**config.mk**
```make
export PLATFORM = sky130hd
export DESIGN_NAME = ris_top
export DESIGN_NICKNAME = d
export VERILOG_FILES = /design/src/verilog/ris_pkg.sv /design/src/verilog/ris_ctl_rx.sv /design/src/verilog/ris_top.sv
export VERILOG_INCLUDE_DIRS = /design/src /design/src/verilog
export SDC_FILE = /design/constraint.sdc
export NUM_CORES = 1
export LEC_CHECK = 0
export ABC_AREA = 1
export BUFFER_PORTS_ARGS = -buffer_cell sky130_fd_sc_hd__buf_2
export CAP_MARGIN = 15
export CORE_ASPECT_RATIO = 0.75
export CORE_MARGIN = 2
export CORE_UTILIZATION = 60
export DETAILED_ROUTE_END_ITERATION = 8
export GPL_ROUTABILITY_DRIVEN = 0
export PLACE_DENSITY = 0.87
export SLEW_MARGIN = 20
export SYNTH_ARGS = -nofsm -noshare
export SYNTH_HDL_FRONTEND = slang
export SYNTH_SLANG_ARGS = --single-unit
```
**constraint.sdc**
```tcl
create_clock -name clk_sys_i -period 2.1 [get_ports clk_sys_i]
set_input_delay 0.21 -clock clk_sys_i [delete_from_list [all_inputs] [get_ports clk_sys_i]]
set_output_delay 0.21 -clock clk_sys_i [all_outputs]
set_load 0.01 [all_outputs]
```
**src/verilog/ris_map.svh**
```systemverilog
// Register field positions, reset values and control bus codes for the interrupt source select.
`ifndef RIS_MAP_SVH
`define RIS_MAP_SVH

// Chip address sent while the enable line is low.
`define RIS_CHIP_ADDR 8'hE8
// Command address field DI7..DI2 of the source enable command.
`define RIS_CMD_CODE 6'h20
// Number of data bits in one command frame.
`define RIS_FRAME_BITS 5'h10

// Reset value of the source enable register.
`define RIS_ENABLES_RESET 8'h00

// Source enable bit positions, DI8 upward.
`define RIS_BIT_ERROR 3'h0
`define RIS_BIT_DETECT 3'h1
`define RIS_BIT_LOCK 3'h2
`define RIS_BIT_CS 3'h3
`define RIS_BIT_NONPCM 3'h4
`define RIS_BIT_PC 3'h5
`define RIS_BIT_SLIP 3'h6
`define RIS_BIT_EMPH 3'h7

// Channel status capture length per block.
`define RIS_CS_BITS 6'h30
`define RIS_CS_LAST 6'h2F

`endif

```
**src/verilog/ris_pkg.sv**
```systemverilog
// Types shared by the interrupt source select design.
package ris_pkg;

	typedef enum logic {
		RIS_ST_ADDR,
		RIS_ST_DATA
	} ris_bus_state_t;

	typedef logic [7:0] ris_enables_t;

endpackage

```
**src/verilog/ris_ctl_rx.sv**
```systemverilog
// Serial control bus receiver that decodes the source enable command.
`timescale 1ns/1ns
`include "ris_map.svh"

module ris_ctl_rx
	import ris_pkg::*;
(
	input wire logic clk_sys_i, // System clock.
	input wire logic reset_n_i, // Asynchronous reset, active low.
	input wire logic ctl_clk_i, // Control bus shift clock pin.
	input wire logic ctl_ce_i, // Control bus enable pin.
	input wire logic ctl_di_i, // Control bus data pin.
	input wire logic chip_address_upper_i, // Address strap, upper.
	input wire logic chip_address_lower_i, // Address strap, lower.
	output logic wr_valid_o, // One-cycle pulse on an accepted command.
	output ris_enables_t wr_data_o // Enable bits DI15..DI8.
);

	////////////////////////////////////////////////////////////////////////////////
	// Two-flop synchronisers for all pins, plus a third stage for edges.
	logic [4:0] sync1;
	logic [4:0] sync2;
	logic [1:0] prev;

	always_ff @(posedge clk_sys_i or negedge reset_n_i) begin
		if (!reset_n_i) begin
			sync1 <= 5'h00;
			sync2 <= 5'h00;
			prev <= 2'h0;
		end else begin
			sync1 <= {chip_address_lower_i, chip_address_upper_i, ctl_di_i, ctl_ce_i, ctl_clk_i};
			sync2 <= sync1;
			prev <= sync2[1:0];
		end
	end

	logic clk_rise;
	logic ce_rise;
	logic ce_fall;
	assign clk_rise = sync2[0] & ~prev[0];
	assign ce_rise = sync2[1] & ~prev[1];
	assign ce_fall = ~sync2[1] & prev[1];

	////////////////////////////////////////////////////////////////////////////////
	// Frame shifting: chip address while enable is low, data while it is high.
	ris_bus_state_t state;
	ris_bus_state_t next_state;
	logic [7:0] chip;
	logic [7:0] next_chip;
	logic [15:0] shift;
	logic [15:0] next_shift;
	logic [4:0] count;
	logic [4:0] next_count;
	logic next_wr_valid;
	ris_enables_t next_wr_data;

	always_comb begin
		next_state = state;
		next_chip = chip;
		next_shift = shift;
		next_count = count;
		next_wr_valid = 1'b0;
		next_wr_data = wr_data_o;
		if (ce_rise) begin
			next_state = RIS_ST_DATA;
			next_count = 5'h00;
		end else if (ce_fall) begin
			next_state = RIS_ST_ADDR;
			next_chip = 8'h00;
			if (state == RIS_ST_DATA && count == `RIS_FRAME_BITS && chip == `RIS_CHIP_ADDR
				&& shift[7:2] == `RIS_CMD_CODE && shift[1] == sync2[3]
				&& shift[0] == sync2[4]) begin
				next_wr_valid = 1'b1;
				next_wr_data = shift[15:8];
			end
		end else if (clk_rise) begin
			if (state == RIS_ST_ADDR) begin
				next_chip = {sync2[2], chip[7:1]};
			end else if (count != `RIS_FRAME_BITS) begin
				next_shift = {sync2[2], shift[15:1]};
				next_count = count + 5'h01;
			end
		end
	end

	always_ff @(posedge clk_sys_i or negedge reset_n_i) begin
		if (!reset_n_i) begin
			state <= RIS_ST_ADDR;
			chip <= 8'h00;
			shift <= 16'h0000;
			count <= 5'h00;
			wr_valid_o <= 1'b0;
			wr_data_o <= `RIS_ENABLES_RESET;
		end else begin
			state <= next_state;
			chip <= next_chip;
			shift <= next_shift;
			count <= next_count;
			wr_valid_o <= next_wr_valid;
			wr_data_o <= next_wr_data;
		end
	end

endmodule

```
**src/verilog/ris_top.sv**
```systemverilog
// Receiver interrupt source select: enable register, update flags, slip detection.
`timescale 1ns/1ns
`include "ris_map.svh"

module ris_top
	import ris_pkg::*;
(
	input wire logic clk_sys_i, // System clock, 100 MHz.
	input wire logic reset_n_i, // Asynchronous reset, active low.
	input wire logic ctl_clk_i, // Control bus shift clock pin.
	input wire logic ctl_ce_i, // Control bus enable pin.
	input wire logic ctl_di_i, // Control bus data pin.
	input wire logic chip_address_upper_i, // Address strap, upper.
	input wire logic chip_address_lower_i, // Address strap, lower.
	input wire logic receive_error_pin_i, // Error pin state from the core.
	input wire logic input_detect_change_i, // Input detection change flag.
	input wire logic lock_freq_update_i, // New lock frequency result flag.
	input wire logic non_pcm_detect_i, // Non-PCM detection flag.
	input wire logic emphasis_detect_i, // Emphasis detection flag.
	input wire logic slave_mode_i, // High while operating as slave.
	input wire logic rx_word_i, // Pulse: received word written.
	input wire logic out_word_i, // Pulse: output word read.
	input wire logic cs_bit_valid_i, // Pulse: channel status bit present.
	input wire logic cs_bit_i, // Channel status bit value.
	input wire logic cs_block_start_i, // Marks the first bit of a block.
	input wire logic pc_valid_i, // Pulse: burst Pc value present.
	input wire logic [15:0] pc_value_i, // Burst preamble Pc value.
	output logic int_o, // Interrupt output, active high.
	output logic cs_update_o, // Channel status update flag.
	output logic pc_update_o, // Pc update flag.
	output logic slip_o // Slave slip flag.
);

	////////////////////////////////////////////////////////////////////////////////
	// Source enable register, written over the control bus.
	logic wr_valid;
	ris_enables_t wr_data;
	ris_enables_t enables;
	ris_enables_t next_enables;

	ris_ctl_rx u_ctl_rx (
		.clk_sys_i(clk_sys_i),
		.reset_n_i(reset_n_i),
		.ctl_clk_i(ctl_clk_i),
		.ctl_ce_i(ctl_ce_i),
		.ctl_di_i(ctl_di_i),
		.chip_address_upper_i(chip_address_upper_i),
		.chip_address_lower_i(chip_address_lower_i),
		.wr_valid_o(wr_valid),
		.wr_data_o(wr_data)
	);

	always_comb begin
		next_enables = wr_valid ? wr_data : enables;
	end

	////////////////////////////////////////////////////////////////////////////////
	// Channel status capture and block-to-block compare.
	logic [5:0] cs_cnt;
	logic [5:0] next_cs_cnt;
	logic [5:0] cs_idx;
	logic [47:0] cs_cur;
	logic [47:0] next_cs_cur;
	logic [47:0] cs_prev;
	logic [47:0] next_cs_prev;
	logic [47:0] cs_word;
	logic cs_prev_valid;
	logic next_cs_prev_valid;
	logic next_cs_update;
	logic cs_cmp_now;

	always_comb begin
		cs_idx = cs_block_start_i ? 6'h00 : cs_cnt;
		cs_word = cs_cur;
		cs_word[cs_idx] = cs_bit_i;
		next_cs_cnt = cs_cnt;
		next_cs_cur = cs_cur;
		next_cs_prev = cs_prev;
		next_cs_prev_valid = cs_prev_valid;
		next_cs_update = cs_update_o;
		cs_cmp_now = 1'b0;
		if (cs_bit_valid_i && cs_idx < `RIS_CS_BITS) begin
			next_cs_cur = cs_word;
			next_cs_cnt = cs_idx + 6'h01;
			if (cs_idx == `RIS_CS_LAST) begin
				cs_cmp_now = 1'b1;
				next_cs_update = cs_prev_valid && (cs_word == cs_prev);
				next_cs_prev = cs_word;
				next_cs_prev_valid = 1'b1;
			end
		end
	end

	////////////////////////////////////////////////////////////////////////////////
	// Burst preamble Pc compare against the previous burst.
	logic [15:0] pc_prev;
	logic [15:0] next_pc_prev;
	logic pc_have;
	logic next_pc_have;
	logic next_pc_update;

	always_comb begin
		next_pc_prev = pc_prev;
		next_pc_have = pc_have;
		next_pc_update = pc_update_o;
		if (pc_valid_i) begin
			next_pc_update = pc_have && (pc_value_i == pc_prev);
			next_pc_prev = pc_value_i;
			next_pc_have = 1'b1;
		end
	end

	////////////////////////////////////////////////////////////////////////////////
	// Slave slip: a read with no new word, or a new word with no read.
	logic fresh;
	logic next_fresh;
	logic slip_dup;
	logic slip_miss;
	logic next_slip;

	always_comb begin
		slip_dup = out_word_i && !fresh && !rx_word_i;
		slip_miss = rx_word_i && fresh && !out_word_i;
		next_fresh = rx_word_i ? 1'b1 : (out_word_i ? 1'b0 : fresh);
		next_slip = slip_o;
		if (!slave_mode_i) begin
			next_slip = 1'b0;
		end else if (slip_dup || slip_miss) begin
			next_slip = 1'b1;
		end else if (out_word_i) begin
			next_slip = 1'b0;
		end
	end

	////////////////////////////////////////////////////////////////////////////////
	// Interrupt output: OR of enabled sources.
	ris_enables_t sources;
	logic next_int;

	always_comb begin
		sources = 8'h00;
		sources[`RIS_BIT_ERROR] = receive_error_pin_i;
		sources[`RIS_BIT_DETECT] = input_detect_change_i;
		sources[`RIS_BIT_LOCK] = lock_freq_update_i;
		sources[`RIS_BIT_CS] = cs_update_o;
		sources[`RIS_BIT_NONPCM] = non_pcm_detect_i;
		sources[`RIS_BIT_PC] = pc_update_o;
		sources[`RIS_BIT_SLIP] = slip_o;
		sources[`RIS_BIT_EMPH] = emphasis_detect_i;
		next_int = |(enables & sources);
	end

	////////////////////////////////////////////////////////////////////////////////
	// State registers.
	always_ff @(posedge clk_sys_i or negedge reset_n_i) begin
		if (!reset_n_i) begin
			enables <= `RIS_ENABLES_RESET;
			cs_cnt <= `RIS_CS_BITS;
			cs_cur <= 48'h000000000000;
			cs_prev <= 48'h000000000000;
			cs_prev_valid <= 1'b0;
			cs_update_o <= 1'b0;
			pc_prev <= 16'h0000;
			pc_have <= 1'b0;
			pc_update_o <= 1'b0;
			fresh <= 1'b0;
			slip_o <= 1'b0;
			int_o <= 1'b0;
		end else begin
			enables <= next_enables;
			cs_cnt <= next_cs_cnt;
			cs_cur <= next_cs_cur;
			cs_prev <= next_cs_prev;
			cs_prev_valid <= next_cs_prev_valid;
			cs_update_o <= next_cs_update;
			pc_prev <= next_pc_prev;
			pc_have <= next_pc_have;
			pc_update_o <= next_pc_update;
			fresh <= next_fresh;
			slip_o <= next_slip;
			int_o <= next_int;
		end
	end
endmodule

```
==> results_dict.tcl <==
set metrics [dict create \
    tightest_slew_ps 595 \
    finalHoldViolCount 0 \
    clock_sinks 184 \
    routed_wl_mm 23.3 \
    area_growth_syn_to_layout_pct 15.7 \
    synth_fa_ha_area_share_pct 0.527 \
    violations "setup timing" \
    ant_nets 0 \
    synthFlopType "dfrtp_1" \
    h-tree-depth 4 \
    rr_worst_depth 16 \
    hold_depth 3 \
    cts.path.max_buffers 2 \
    overflow 0 \
    slew_headroom_pct 60.3 \
    grt_pass1_vias 8129 \
    p_switching_uw 2850 \
    r2r_slack_ps -20 \
    clock_latency_ps 440 \
    fin_crit_ps 2120 \
    final-max-slew-violation-count 0 \
    arrival_ps 2490 \
    hold_path.class "input port to register" \
    whs_ps 5.69 \
    cp_max_fo 8 \
    ys_seq_area_share_pct 48.5 \
    comb_power_share_pct 19.4 \
    met1_length_mm 10.1 \
    ios 39 \
    numCtsBuffers 17 \
    syn_area_sq_um 9500 \
    power.internal_uw 6300 \
    initial_core_util_pct 61.8 \
    syn_area_per_cell_sq_um 7.73 \
    post-route-period-util_pct 101 \
    drtPass1Iterations 7 \
    pwr_density_cell_nw_per_um2 833 \
    die_w_um 149 \
    ys_seq_elements 184 \
    grt_start_max_net_pins 95 \
    maxCapViolations 0 \
    die_y_um 113 \
    drive_above_1_share_pct 13.8 \
    clk_pin_slew_ps 70 \
    r2r_start "cs_cnt[5]" \
    skew_ps 8.51 \
    fmax_mhz 472 \
    grt_pass1_wl_mm 38.7 \
    p_total_uw 9150 \
    cp.required_ps 2470 \
    dieArea_sq_um 16900 \
    rows 39 \
    wl_met2_mm 10.9 \
    yosys_warnings 0 \
    synth_edf_count 0 \
    place_hpwl_mm 14.2 \
    muxShareOfSynthArea_pct 0.949 \
    vias_per_cell 5.62 \
    root_buffer "clkbuf_16" \
    synth_xor_xnor_area_share_pct 1.20 \
    worstHoldStart "pc_value_i[4]" \
    worst_setup_path_startpoint "cs_cnt[5]" \
    antenna_found_initial 0 \
    finalSetupViolations 1 \
    wl_per_cell_um 15.4 \
    synth_compound_area_share_pct 9.47 \
    crit_type "register to register" \
    cts_tree "done" \
    ys_async_sr_fraction_pct 100 \
    rsz0062_at_grt "yes" \
    rr_endpoint "cs_update_o" \
    critPathCaptureType "register" \
    vias 8479 \
    holdPathEnd "pc_prev[4]" \
    pwr-share-seq_pct 45.2 \
    synth_cell_types 41 \
    max-vdd-ir-drop_mv 0.524 \
    clkPwrFrac_pct 35.5 \
    status "complete, but fails checks" \
    syn_inst 1228 \
    first_iter_violations 902 \
    met3_length_mm 1.82 \
    highest_layer "met4" \
    synth-simple-area-share_pct 31.0 \
    antennaDiodeCount 0 \
    portBuffers 38 \
    switching_share_pct 31.1 \
    layout_setup_ws_ps -17.8 \
    core_area_sq_um 15400 \
    syn-num-nets 1267 \
    grt_use_total_pct 28.6 \
    p_leak_uw 0.00525 \
    fin_nets 1330 \
    startpoint_type "register" \
    synth_top_family_by_area "simple AND/OR/NAND/NOR gates" \
    drc 0 \
]
==> cell families after synthesis <==
kind of cell / Yosys count
fa+ha+maj: 4
buf+inv: 186
simple gates: 661
xor+xnor: 13
flops: 184
compound gates: 172
mux: 8
==> power by group through the flow <==
stage                     Combinational, uW  Sequential (uW)  Clock, uW
after CTS                              1660             4120       3240
after floorplan                        1150             4110          0
after global placement                 1540             4160          0
after global routing                   2000             4170       3420
final                                  1770             4130       3240
after detailed placement               1610             4170          0
==> metrics by stage <==
step	std cells	instance area [sq um]	utilization [%]	TNS [ps]	worst slack [ps]
after global routing	1508	11000	71.5	-316	-141
after detailed placement	1452	10100	65.4	-29.2	-29.2
after floorplan	1228	9500	-	0	339
after global placement	1452	10100	65.4	0	10.3
after CTS	1497	10800	70.2	0	18.7
final	1508	11000	71.5	-17.8	-17.8
==> how the worst max path moves through the flow <==
stage                            end  slack (ps)  depth (start not counted)
2_1_floorplan  u_ctl_rx.wr_data_o[6]         340                          9
3_3_place_gp             cs_update_o          10                         17
3_5_place_dp             cs_update_o         -30                         15
4_1_cts                  cs_update_o          20                         14
5_1_grt                  cs_update_o        -140                         16
6_report                 cs_update_o         -20                         16
==> final cells by class <==
type,instances,area (sq um)
clock buffer,18,439
clock inverter,13,146
fill,1092,4380
inverter,132,495
multi-input combinational,859,4190
sequential,184,4610
tap,205,256
timing repair buffer,97,848
==> worst max-delay path, stage by stage (launching register included) <==
cell and delay, ps:
dfstp_2 620, nand3_4 130, nor2_4 210, buf_12 150, buf_12 110, nand2_2 40, nand2_2 80, nand2_2 60
nand2_1 60, nand2_1 50, inv_1 60, nand2_2 60, nor2_1 100, nand3_1 90, nor2_1 120, nand2_1 60
nand2_1 50
==> per-layer routing <==
metal / track usage [%] / vias up
met5: 0 / -
met4: 8.38 / 0
met3: 6.73 / 42
met2: 45.6 / 367
met1: 39.5 / 3991
li1: - / 4079
==> registers in the layout, indices dropped and copies added, names as in the netlist, 5 cells and up <==
name                cells
cs_cur                 48
cs_prev                48
pc_prev                16
u_ctl_rx.shift         16
enables                 8
u_ctl_rx.chip           8
u_ctl_rx.wr_data_o      8
cs_cnt                  6
u_ctl_rx.count          5
u_ctl_rx.sync1          5
u_ctl_rx.sync2          5
==> cell usage in the layout (no fill, tap or decap), drive strengths merged, types with 2 or more instances in the layout <==
cell type      n
a21oi          5
a221oi         3
a22o           2
buf           81
bufinv         2
clkbuf        20
clkinv         4
clkinvlp       4
dfrtp        182
dfstp          2
dlygate4sd3   14
ha             4
inv          135
mux2           8
nand2        425
nand3        137
nand3b        23
nand4         10
nor2          58
nor3           2
nor3b          2
nor4           3
o211ai         3
o21ai        152
o22ai          4
or2            2
xnor2          2
xor2          11
==> timing repair <==
item	4_1_cts	5_1_grt
hold buffers	14	0
hold endpoints to repair	78	0
buffers inserted	0	9
gates resized for setup	0	28
setup endpoints to repair	0	35
==> cells in the mapped netlist (10+ instances only) <==
cell        n  area (sq um)
inv_1     129           484
nand3_1   133           666
buf_2      10          50.1
nor2_1     42           158
buf_4      11          82.6
xor2_1     11          96.3
dfrtp_1   182          4550
nand2_1   418          1570
o21ai_0   150           751
nand4_1    10          62.6
clkbuf_1   27           101
nand3b_1   23           173
Power figures use the tool's default switching activity.
